--- src/common/wmi_pkg.sv ---
// Purpose: Shared constants for the wake/measurement/interrupt block
// Assumes: 100 MHz core clock, Avalon-MM word registers
// Notes: Times are kept in microseconds; cycle counts derive from them
package wmi_pkg;
    // Clock and timing
    localparam int CLK_MHZ = 100;
    localparam int T_PULSE_US = 100;
    localparam int T_GAP_US = 100;
    localparam int T_FLT_SHORT_US = 16;
    localparam int T_FLT_LONG_US = 64;
    localparam int PULSE_CYC = T_PULSE_US * CLK_MHZ;
    localparam int GAP_CYC = T_GAP_US * CLK_MHZ;
    localparam int FLT_SHORT_CYC = T_FLT_SHORT_US * CLK_MHZ;
    localparam int FLT_LONG_CYC = T_FLT_LONG_US * CLK_MHZ;
    localparam int CNT_W = 16;

    // Channels: three wake pins, then two general-purpose wake pins
    localparam int N_WAKE_PIN = 3;
    localparam int N_GPIO = 2;
    localparam int N_CH = N_WAKE_PIN + N_GPIO;
    localparam int N_FAIL = 8;

    // Register byte offsets
    localparam logic [7:0] REG_CTRL = 8'h00;
    localparam logic [7:0] REG_MODE = 8'h04;
    localparam logic [7:0] REG_WAKE_SRC_EN = 8'h08;
    localparam logic [7:0] REG_WAKE_PULL = 8'h0c;
    localparam logic [7:0] REG_WAKE_FILT = 8'h10;
    localparam logic [7:0] REG_WAKE_STAT_A = 8'h14;
    localparam logic [7:0] REG_WAKE_STAT_B = 8'h18;
    localparam logic [7:0] REG_PIN_LEVEL = 8'h1c;
    localparam logic [7:0] REG_FAIL_STAT = 8'h20;
    localparam logic [7:0] REG_ERR_STAT = 8'h24;

    // Field positions
    localparam int CTRL_MEAS_BIT = 0;
    localparam int CTRL_GLOBAL_BIT = 1;
    localparam int ERR_CMD_BIT = 0;

    // Reset values
    localparam logic [1:0] CTRL_RST = 2'h0;
    localparam logic [2:0] WAKE_EN_RST = 3'h0;
    localparam logic [5:0] CFG6_RST = 6'h00;

    // Pull and filter codes (two bits per pin)
    localparam logic [1:0] PULL_DOWN = 2'h1;
    localparam logic [1:0] PULL_UP = 2'h2;
    localparam logic [1:0] PULL_AUTO = 2'h3;
    localparam logic [1:0] FILT_LONG = 2'h1;

    typedef enum logic [2:0] {
        MODE_INIT = 3'h0,
        MODE_NORMAL = 3'h1,
        MODE_STOP = 3'h3,
        MODE_SLEEP = 3'h2,
        MODE_RESTART = 3'h6
    } wmi_mode_e;

    typedef enum logic [1:0] {
        IRQ_IDLE = 2'h0,
        IRQ_LOW = 2'h1,
        IRQ_GAP = 2'h3
    } wmi_irq_e;
endpackage : wmi_pkg

--- src/logic/wmi_wake_filter.sv ---
// Purpose: Per-channel wake edge filter with selectable settle time
// Assumes: Levels arrive already synchronised to clk_i
// Notes: Gated channels track their input silently, so no event on release
`timescale 1ns/1ps
module wmi_wake_filter #(
    parameter int N = wmi_pkg::N_CH,
    parameter int SHORT_CYC = wmi_pkg::FLT_SHORT_CYC,
    parameter int LONG_CYC = wmi_pkg::FLT_LONG_CYC
) (
    input wire logic clk_i,
    input wire logic sys_rst_i,
    input wire logic ce_i,
    input wire logic [N-1:0] level_i,
    input wire logic [N-1:0] long_sel_i,
    input wire logic [N-1:0] gate_i,
    output logic [N-1:0] stable_o,
    output logic [N-1:0] event_o
);
    import wmi_pkg::*;

    localparam logic [CNT_W-1:0] LIM_S = CNT_W'(SHORT_CYC - 1);
    localparam logic [CNT_W-1:0] LIM_L = CNT_W'(LONG_CYC - 1);

    for (genvar g = 0; g < N; g++) begin : g_ch
        logic [CNT_W-1:0] cnt;
        logic [CNT_W-1:0] next_cnt;
        logic stable;
        logic next_stable;
        logic ev;
        logic next_ev;

        always_comb begin
            next_cnt = '0;
            next_stable = stable;
            next_ev = 1'b0;
            if (gate_i[g]) begin
                next_stable = level_i[g];
            end else if (level_i[g] != stable) begin
                // Both directions count as wake edges
                if (cnt >= (long_sel_i[g] ? LIM_L : LIM_S)) begin
                    next_stable = level_i[g];
                    next_ev = 1'b1;
                end else begin
                    next_cnt = cnt + 1'b1;
                end
            end
            // Crossing back leaves next_cnt at zero and restarts timing
        end

        always_ff @(posedge clk_i) begin
            if (sys_rst_i) begin
                cnt <= '0;
                stable <= 1'b0;
                ev <= 1'b0;
            end else if (ce_i) begin
                cnt <= next_cnt;
                stable <= next_stable;
                ev <= next_ev;
            end
        end

        assign stable_o[g] = stable;
        assign event_o[g] = ev;
    end
endmodule : wmi_wake_filter

--- src/logic/wmi_wake_irq.sv ---
// Purpose: Wake filtering, measurement path gating and interrupt pulser
// Assumes: Avalon-MM slave, one wait state; pins enter through 2 flops
// Notes: Status shown to software is refreshed when a pulse begins
//
// Added by the designer: the Avalon-MM register port and the register addresses.
`timescale 1ns/1ps
module wmi_wake_irq #(
    parameter int PULSE_CYC = wmi_pkg::PULSE_CYC,
    parameter int GAP_CYC = wmi_pkg::GAP_CYC,
    parameter int FLT_SHORT_CYC = wmi_pkg::FLT_SHORT_CYC,
    parameter int FLT_LONG_CYC = wmi_pkg::FLT_LONG_CYC
) (
    input wire logic clk_i,
    input wire logic sys_rst_i,
    input wire logic ce_i,
    input wire logic [7:0] avs_address_i,
    input wire logic avs_read_i,
    input wire logic avs_write_i,
    input wire logic [31:0] avs_writedata_i,
    input wire logic [3:0] avs_byteenable_i,
    output logic [31:0] avs_readdata_o,
    output logic avs_waitrequest_o,
    input wire logic [wmi_pkg::N_WAKE_PIN-1:0] wake_pin_i,
    input wire logic [wmi_pkg::N_GPIO-1:0] gpio_wake_pin_i,
    input wire logic [wmi_pkg::N_GPIO-1:0] gpio_is_wake_i,
    input wire logic [wmi_pkg::N_FAIL-1:0] fail_event_i,
    input wire logic int_pin_i,
    output logic int_pin_o,
    output logic int_pin_oe_n_o,
    output logic cfg_select_o,
    output logic meas_switch_o,
    output logic [wmi_pkg::N_WAKE_PIN-1:0] pull_up_o,
    output logic [wmi_pkg::N_WAKE_PIN-1:0] pull_down_o,
    output logic [2:0] mode_o
);
    import wmi_pkg::*;

    localparam logic [CNT_W-1:0] PULSE_LIM = CNT_W'(PULSE_CYC - 1);
    localparam logic [CNT_W-1:0] GAP_LIM = CNT_W'(GAP_CYC - 1);

    // Pin synchronisers: first stage feeds only the second
    logic [N_CH:0] sync1;
    logic [N_CH:0] sync2;
    always_ff @(posedge clk_i) begin
        if (sys_rst_i) begin
            sync1 <= '0;
            sync2 <= '0;
        end else if (ce_i) begin
            sync1 <= {int_pin_i, gpio_wake_pin_i, wake_pin_i};
            sync2 <= sync1;
        end
    end

    // Configuration and mode state
    logic meas_path_enable;
    logic int_global;
    logic [N_WAKE_PIN-1:0] wake_source_enable_reg;
    logic [5:0] wake_pull_config;
    logic [5:0] wake_filter_config;
    wmi_mode_e mode;
    logic cmd_err;
    logic next_meas;
    logic next_global;
    logic [N_WAKE_PIN-1:0] next_wake_en;
    logic [5:0] next_pull;
    logic [5:0] next_filt;
    wmi_mode_e next_mode;
    logic next_cmd_err;

    // Bus slave
    logic wait_q;
    logic [31:0] rdata;
    logic next_wait;
    logic [31:0] next_rdata;
    logic [31:0] rd_mux;
    logic wr_en;
    logic mode_wr;
    logic only_first_two;
    logic [N_CH-1:0] vis;
    logic [N_CH-1:0] lvl;
    logic [N_FAIL-1:0] fvis;

    assign wr_en = avs_write_i & ~wait_q & avs_byteenable_i[0];
    assign mode_wr = wr_en & (avs_address_i == REG_MODE);

    always_comb begin
        rd_mux = '0;
        unique case (avs_address_i)
            REG_CTRL: rd_mux[1:0] = {int_global, meas_path_enable};
            REG_MODE: rd_mux[2:0] = mode;
            REG_WAKE_SRC_EN: rd_mux[N_WAKE_PIN-1:0] = wake_source_enable_reg;
            REG_WAKE_PULL: rd_mux[5:0] = wake_pull_config;
            REG_WAKE_FILT: rd_mux[5:0] = wake_filter_config;
            REG_WAKE_STAT_A: rd_mux[N_WAKE_PIN-1:0] = vis[N_WAKE_PIN-1:0];
            REG_WAKE_STAT_B: rd_mux[N_GPIO-1:0] = vis[N_CH-1:N_WAKE_PIN];
            REG_PIN_LEVEL: rd_mux[N_CH-1:0] = lvl;
            REG_FAIL_STAT: rd_mux[N_FAIL-1:0] = fvis;
            REG_ERR_STAT: rd_mux[ERR_CMD_BIT] = cmd_err;
            default: rd_mux = '0;
        endcase
    end

    always_comb begin
        next_wait = 1'b1;
        next_rdata = rdata;
        if (wait_q && (avs_read_i || avs_write_i)) begin
            next_wait = 1'b0;
            next_rdata = avs_read_i ? rd_mux : '0;
        end
    end

    always_ff @(posedge clk_i) begin
        if (sys_rst_i) begin
            wait_q <= 1'b1;
            rdata <= '0;
        end else if (ce_i) begin
            wait_q <= next_wait;
            rdata <= next_rdata;
        end
    end
    assign avs_waitrequest_o = wait_q;
    assign avs_readdata_o = rdata;

    // Sleep refused when the measured pins are the only wake sources
    assign only_first_two = (|wake_source_enable_reg[1:0])
        & ~wake_source_enable_reg[2] & ~(|gpio_is_wake_i);

    always_comb begin
        next_meas = meas_path_enable;
        next_global = int_global;
        next_wake_en = wake_source_enable_reg;
        next_pull = wake_pull_config;
        next_filt = wake_filter_config;
        next_mode = mode;
        next_cmd_err = cmd_err;
        if (wr_en && avs_address_i == REG_CTRL) begin
            next_meas = avs_writedata_i[CTRL_MEAS_BIT];
            next_global = avs_writedata_i[CTRL_GLOBAL_BIT];
        end
        // Stored even while measuring; gating makes bits 0 and 1 inert
        if (wr_en && avs_address_i == REG_WAKE_SRC_EN) begin
            next_wake_en = avs_writedata_i[N_WAKE_PIN-1:0];
        end
        if (wr_en && avs_address_i == REG_WAKE_PULL) begin
            next_pull = avs_writedata_i[5:0];
        end
        if (wr_en && avs_address_i == REG_WAKE_FILT) begin
            next_filt = avs_writedata_i[5:0];
        end
        if (wr_en && avs_address_i == REG_ERR_STAT
            && avs_writedata_i[ERR_CMD_BIT]) begin
            next_cmd_err = 1'b0;
        end
        // Mode moves only on a command, never on an interrupt
        if (mode_wr) begin
            unique case (avs_writedata_i[2:0])
                MODE_NORMAL, MODE_STOP, MODE_RESTART, MODE_INIT: begin
                    next_mode = wmi_mode_e'(avs_writedata_i[2:0]);
                end
                MODE_SLEEP: begin
                    if (meas_path_enable && only_first_two) begin
                        next_mode = MODE_RESTART;
                        next_cmd_err = 1'b1;
                    end else begin
                        next_mode = MODE_SLEEP;
                    end
                end
                default: next_cmd_err = 1'b1;
            endcase
        end
    end

    always_ff @(posedge clk_i) begin
        if (sys_rst_i) begin
            meas_path_enable <= CTRL_RST[CTRL_MEAS_BIT];
            int_global <= CTRL_RST[CTRL_GLOBAL_BIT];
            wake_source_enable_reg <= WAKE_EN_RST;
            wake_pull_config <= CFG6_RST;
            wake_filter_config <= CFG6_RST;
            mode <= MODE_INIT;
            cmd_err <= 1'b0;
        end else if (ce_i) begin
            meas_path_enable <= next_meas;
            int_global <= next_global;
            wake_source_enable_reg <= next_wake_en;
            wake_pull_config <= next_pull;
            wake_filter_config <= next_filt;
            mode <= next_mode;
            cmd_err <= next_cmd_err;
        end
    end

    // Wake filtering and channel gating
    logic [N_CH-1:0] long_sel;
    logic [N_CH-1:0] gate;
    logic [N_CH-1:0] stable;
    logic [N_CH-1:0] wake_ev;
    logic [N_CH-1:0] src_en;
    for (genvar g = 0; g < N_WAKE_PIN; g++) begin : g_pin
        assign long_sel[g] = wake_filter_config[2*g+:2] == FILT_LONG;
    end
    assign long_sel[N_CH-1:N_WAKE_PIN] = '0;
    assign gate = {~gpio_is_wake_i, 1'b0,
        {2{meas_path_enable}}};
    assign src_en = {gpio_is_wake_i, wake_source_enable_reg};

    wmi_wake_filter #(
        .N(N_CH),
        .SHORT_CYC(FLT_SHORT_CYC),
        .LONG_CYC(FLT_LONG_CYC)
    ) u_filter (
        .clk_i(clk_i),
        .sys_rst_i(sys_rst_i),
        .ce_i(ce_i),
        .level_i(sync2[N_CH-1:0]),
        .long_sel_i(long_sel),
        .gate_i(gate),
        .stable_o(stable),
        .event_o(wake_ev)
    );

    // Status latches, level register and pad controls
    wmi_irq_e state;
    logic pend;
    logic start;
    logic snap_upd;
    logic [N_CH-1:0] raw;
    logic [N_FAIL-1:0] fraw;
    logic [N_CH-1:0] clr_w;
    logic [N_FAIL-1:0] clr_f;
    logic [N_CH-1:0] next_raw;
    logic [N_CH-1:0] next_vis;
    logic [N_CH-1:0] next_lvl;
    logic [N_FAIL-1:0] next_fraw;
    logic [N_FAIL-1:0] next_fvis;
    logic [N_WAKE_PIN-1:0] next_pu;
    logic [N_WAKE_PIN-1:0] next_pd;
    logic irq_ev;
    logic act_mode;

    assign act_mode = (mode == MODE_NORMAL) || (mode == MODE_STOP);
    assign start = (state == IRQ_IDLE) && pend && act_mode;
    // Software view follows raw when idle with no pulse owed or when a pulse begins
    assign snap_upd = start || (state == IRQ_IDLE && !pend);

    always_comb begin
        clr_w = '0;
        clr_f = '0;
        if (wr_en && avs_address_i == REG_WAKE_STAT_A) begin
            clr_w[N_WAKE_PIN-1:0] = avs_writedata_i[N_WAKE_PIN-1:0];
        end
        if (wr_en && avs_address_i == REG_WAKE_STAT_B) begin
            clr_w[N_CH-1:N_WAKE_PIN] = avs_writedata_i[N_GPIO-1:0];
        end
        if (wr_en && avs_address_i == REG_FAIL_STAT) begin
            clr_f = avs_writedata_i[N_FAIL-1:0];
        end
        // New events beat a clear in the same cycle
        next_raw = (raw & ~clr_w) | wake_ev;
        next_fraw = (fraw & ~clr_f) | fail_event_i;
        next_vis = snap_upd ? (raw & ~clr_w) : (vis & ~clr_w);
        next_fvis = snap_upd ? (fraw & ~clr_f) : (fvis & ~clr_f);
        next_lvl = lvl;
        if (act_mode) begin
            next_lvl = stable | (sync2[N_CH-1:0] & gate);
            if (meas_path_enable) begin
                next_lvl[1:0] = lvl[1:0];
            end
        end
        for (int i = 0; i < N_WAKE_PIN; i++) begin
            next_pu[i] = wake_pull_config[2*i+:2] == PULL_UP
                || (wake_pull_config[2*i+:2] == PULL_AUTO && stable[i]);
            next_pd[i] = wake_pull_config[2*i+:2] == PULL_DOWN
                || (wake_pull_config[2*i+:2] == PULL_AUTO && !stable[i]);
        end
        if (meas_path_enable) begin
            next_pu[1:0] = '0;
            next_pd[1:0] = '0;
        end
    end

    always_ff @(posedge clk_i) begin
        if (sys_rst_i) begin
            raw <= '0;
            vis <= '0;
            lvl <= '0;
            fraw <= '0;
            fvis <= '0;
            pull_up_o <= '0;
            pull_down_o <= '0;
            meas_switch_o <= 1'b0;
            mode_o <= MODE_INIT;
        end else if (ce_i) begin
            raw <= next_raw;
            vis <= next_vis;
            lvl <= next_lvl;
            fraw <= next_fraw;
            fvis <= next_fvis;
            pull_up_o <= next_pu;
            pull_down_o <= next_pd;
            meas_switch_o <= next_meas && (next_mode == MODE_NORMAL);
            mode_o <= next_mode;
        end
    end

    // Interrupt pulser
    logic [CNT_W-1:0] cnt;
    logic [CNT_W-1:0] next_cnt;
    wmi_irq_e next_state;
    logic next_pend;
    logic next_pin;
    logic next_oe_n;
    logic next_cfg;

    // Failures only in global class; restart-class flags never wired here
    assign irq_ev = |(wake_ev & src_en & ~gate)
        || (int_global && |fail_event_i)
        || (mode_wr && avs_writedata_i[2:0] == MODE_STOP
            && |vis);

    always_comb begin
        next_state = state;
        next_cnt = cnt;
        next_pin = int_pin_o;
        next_pend = (pend && !start) || irq_ev;
        next_oe_n = (mode == MODE_INIT);
        next_cfg = (mode == MODE_INIT) ? sync2[N_CH] : cfg_select_o;
        unique case (state)
            IRQ_IDLE: begin
                if (start) begin
                    next_state = IRQ_LOW;
                    next_cnt = '0;
                    next_pin = 1'b0;
                end
            end
            IRQ_LOW: begin
                next_cnt = cnt + 1'b1;
                if (cnt == PULSE_LIM) begin
                    next_state = IRQ_GAP;
                    next_cnt = '0;
                    next_pin = 1'b1;
                end
            end
            IRQ_GAP: begin
                next_cnt = cnt + 1'b1;
                if (cnt == GAP_LIM) begin
                    next_state = IRQ_IDLE;
                end
            end
            default: begin
                next_state = IRQ_IDLE;
                next_pin = 1'b1;
            end
        endcase
    end

    always_ff @(posedge clk_i) begin
        if (sys_rst_i) begin
            state <= IRQ_IDLE;
            cnt <= '0;
            pend <= 1'b0;
            int_pin_o <= 1'b1;
            int_pin_oe_n_o <= 1'b1;
            cfg_select_o <= 1'b0;
        end else if (ce_i) begin
            state <= next_state;
            cnt <= next_cnt;
            pend <= next_pend;
            int_pin_o <= next_pin;
            int_pin_oe_n_o <= next_oe_n;
            cfg_select_o <= next_cfg;
        end
    end

    // Checks
    logic [CNT_W-1:0] low_len;
    logic [CNT_W-1:0] high_len;
    always_ff @(posedge clk_i) begin
        if (sys_rst_i) begin
            low_len <= '0;
            high_len <= '1;
        end else if (ce_i) begin
            low_len <= int_pin_o ? '0 : low_len + 1'b1;
            if (!int_pin_o) begin
                high_len <= '0;
            end else if (high_len != '1) begin
                high_len <= high_len + 1'b1;
            end
        end
    end
endmodule : wmi_wake_irq

--- config.mk ---
export PLATFORM = sky130hd
export DESIGN_NAME = wmi_wake_irq
export DESIGN_NICKNAME = d
export VERILOG_FILES = /design/src/common/wmi_pkg.sv /design/src/logic/wmi_wake_filter.sv /design/src/logic/wmi_wake_irq.sv
export SDC_FILE = /design/constraint.sdc
export NUM_CORES = 1
export LEC_CHECK = 0
export BUFFER_PORTS_ARGS = -buffer_cell sky130_fd_sc_hd__buf_2
export CELL_PAD_IN_SITES_DETAIL_PLACEMENT = 1
export CELL_PAD_IN_SITES_GLOBAL_PLACEMENT = 2
export CORE_MARGIN = 1
export CORE_UTILIZATION = 38
export DETAILED_ROUTE_END_ITERATION = 10
export PLACE_DENSITY = 0.82
export REMOVE_ABC_BUFFERS = 1
export SYNTH_ARGS = -nofsm -noshare
export SYNTH_HDL_FRONTEND = slang
export SYNTH_SLANG_ARGS = --single-unit
--- constraint.sdc ---
create_clock -name clk_i -period 5.55 [get_ports clk_i]
set_clock_uncertainty 0.1 [all_clocks]
set_input_delay 1.11 -clock clk_i [delete_from_list [all_inputs] [get_ports clk_i]]
set_output_delay 1.11 -clock clk_i [all_outputs]
set_load 0.02 [all_outputs]
==> metrics.yaml <==
status: "completed"
drive_gt1_share_pct: 10.6
gr-usage-all-layers_pct: 21.2
setup_tns_ns: 0
tritoncts.num_buffers: 17
start_util_pct: 38.6
synth_area_um2: 9690
fin_ws_ns: 2.32
worstSkewPairLatency_ns: 0.44
synth-main-ff-cell: "dfxtp_1"
ant_nets: 0
die_area_um2: 26100
cp-start-kind: "input pin"
synth_edf_count: 0
synth_top_area_cell: "dfxtp_1"
filler_cell_count: 3060
cts.sinks: 192
fin_nets: 1266
tritoncts: "built"
die_y_um: 162
clkTransAtPathRegs_ns: 0.07
period_share_pct: 58.1
cts_resized: 0
synth.distinct_cells: 78
slew_viol_final: 0
relSlewSlack_pct: 27.3
tightest_slew_ns: 1.09
die_w_um: 162
dp_slack_ns: 1.86
drt_iter0_drc: 423
grt_setup_unrepaired: "no"
required_ns: 5.80
p_leak_nw: 3.85
setup_violations: 0
top_regs: "u_filter.g_ch.cnt x80, cnt x16"
vias: 8429
grt_util_met2_pct: 35.5
path_class: "in -> reg"
dp_hpwl_mm: 18.6
grt_pass1_vias: 8563
crit_arrival_ns: 3.48
grt_util_met1_pct: 28.1
powerDensity_nw_per_um2: 266
synth_seq_cells: 192
overflow: 0
area_growth_pct: 10.9
synth_top_area_share_pct: 39.7
busiest_layer: "met2"
cap_violations: 0
fmax_mhz: 310
grt_max_degree: 54
drtPass1Iterations: 4
final.min_clock_period_ns: 3.23
avgSynthCellArea_um2: 8.40
clock_tree.buffer_depth: 2
regMostFlops: "u_filter.g_ch.cnt"
yosys_warnings: 0
cts_setup_buffers: 0
grt_pass1_wl_mm: 44.5
critPathMaxFanout: 28
cts-root-buf: "clkbuf_16"
placementRows: 58
use_met3_pct: 4.11
async_flop_share_pct: 0
antenna_found_initial: 0
hp-class: "reg -> reg"
largest_reg_flops: 80
final_common_cell: "dfxtp_1"
critPathCaptureType: "register"
multi_input_area_um2: 5380
hold_viol: 0
num_io_pins: 111
fin_total_pwr_w: 0.00285
ys_seq_area_share_pct: 39.7
vias_per_cell: 5.52
synth_area_leaders: "dfxtp_1 40%, nor2_1 5.4%, nand2_1 4.7%"
core_um2: 25100
wl_mm: 26.6
hold_buffers: 0
syn_inst: 1153
place.port_buffers: 59
drc: 0
ir_worst_vdd_mv: 0.195
fin_util_pct: 42.8
area.sequential_um2: 3840
wl_per_cell_um: 17.4
globalplace.congestion: 0.813
htree_num_levels: 4
layout_common_cells: "192 x dfxtp_1, 140 x nor2_1, 121 x nand2_1"
==> through the flow <==
step	cell area [µm²]	hold WS (ns)	std cells
global route	10700	0.381	1524
finish	10700	0.358	1527
CTS	10700	0.363	1524
global placement	10100	0.339	1492
detailed placement	10100	0.340	1492
floorplan	9330	0.322	1092
==> cells in the mapped netlist (all sizes together) (27+ instances only) <==
library cell	count
dfxtp	192
nor2	140
nand2	121
a21oi	78
nand3	55
clkbuf	45
mux2i	43
buf	39
nand4	34
o21ai	32
inv	27
xor2	27
==> worst paths after layout <==
check	start	to	slack, ns	cells past startpoint
max	ce_i	u_filter.g_ch[1].cnt[3]	2.32	5
min	u_filter.g_ch[1].cnt[14]	u_filter.g_ch[1].cnt[14]	0.36	1
max reg2reg	wake_filter_config[1]	u_filter.g_ch[0].cnt[13]	2.65	7
min reg2reg	u_filter.g_ch[1].cnt[14]	u_filter.g_ch[1].cnt[14]	0.36	1
==> cell type report <==
| cell class | count | area share, % |
|---|---|---|
| clock inverter | 14 | 1.60 |
| timing repair buffer | 70 | 3.57 |
| multi-input combinational | 873 | 50.1 |
| tap | 330 | 3.84 |
| clock buffer | 18 | 4.09 |
| inverter | 27 | 0.944 |
| antenna | 3 | 0.0699 |
| sequential | 192 | 35.8 |
==> critical path, stage by stage <==
cell and delay [ns]:
buf_4 0.36, nand2_1 0.30, nor3_1 0.89, nand3_1 0.50
o21ai_0 0.30
==> per-layer routing <==
| metal | up-vias | wire [µm] |
|---|---|---|
| met1 | 4146 | 12900 |
| li1 | 4183 | - |
| met4 | 0 | 257 |
| met2 | 86 | 12600 |
| met5 | - | 0 |
| met3 | 14 | 827 |
==> report_power, final <==
part | switching, W | leakage [nW] | internal, W | total (W)
logic | 0.000112 | 2.01 | 0.0000433 | 0.000156
clock network | 0.000601 | 0.291 | 0.000695 | 0.00130
registers | 0.0000101 | 1.55 | 0.00139 | 0.00140
total | 0.000724 | 3.85 | 0.00213 | 0.00285
==> kinds of logic after synthesis <==
logic type      after synthesis  synth area share [%]
compound gates              250                  17.9
flops                       192                  39.7
simple gates                485                  25.0
other cells                   1                0.0387
mux                          46                  4.79
buf+inv                     111                  5.67
fa+ha+maj                    20                  2.58
xor+xnor                     48                  4.34
Note: power is estimated with default switching activity, not from simulation.
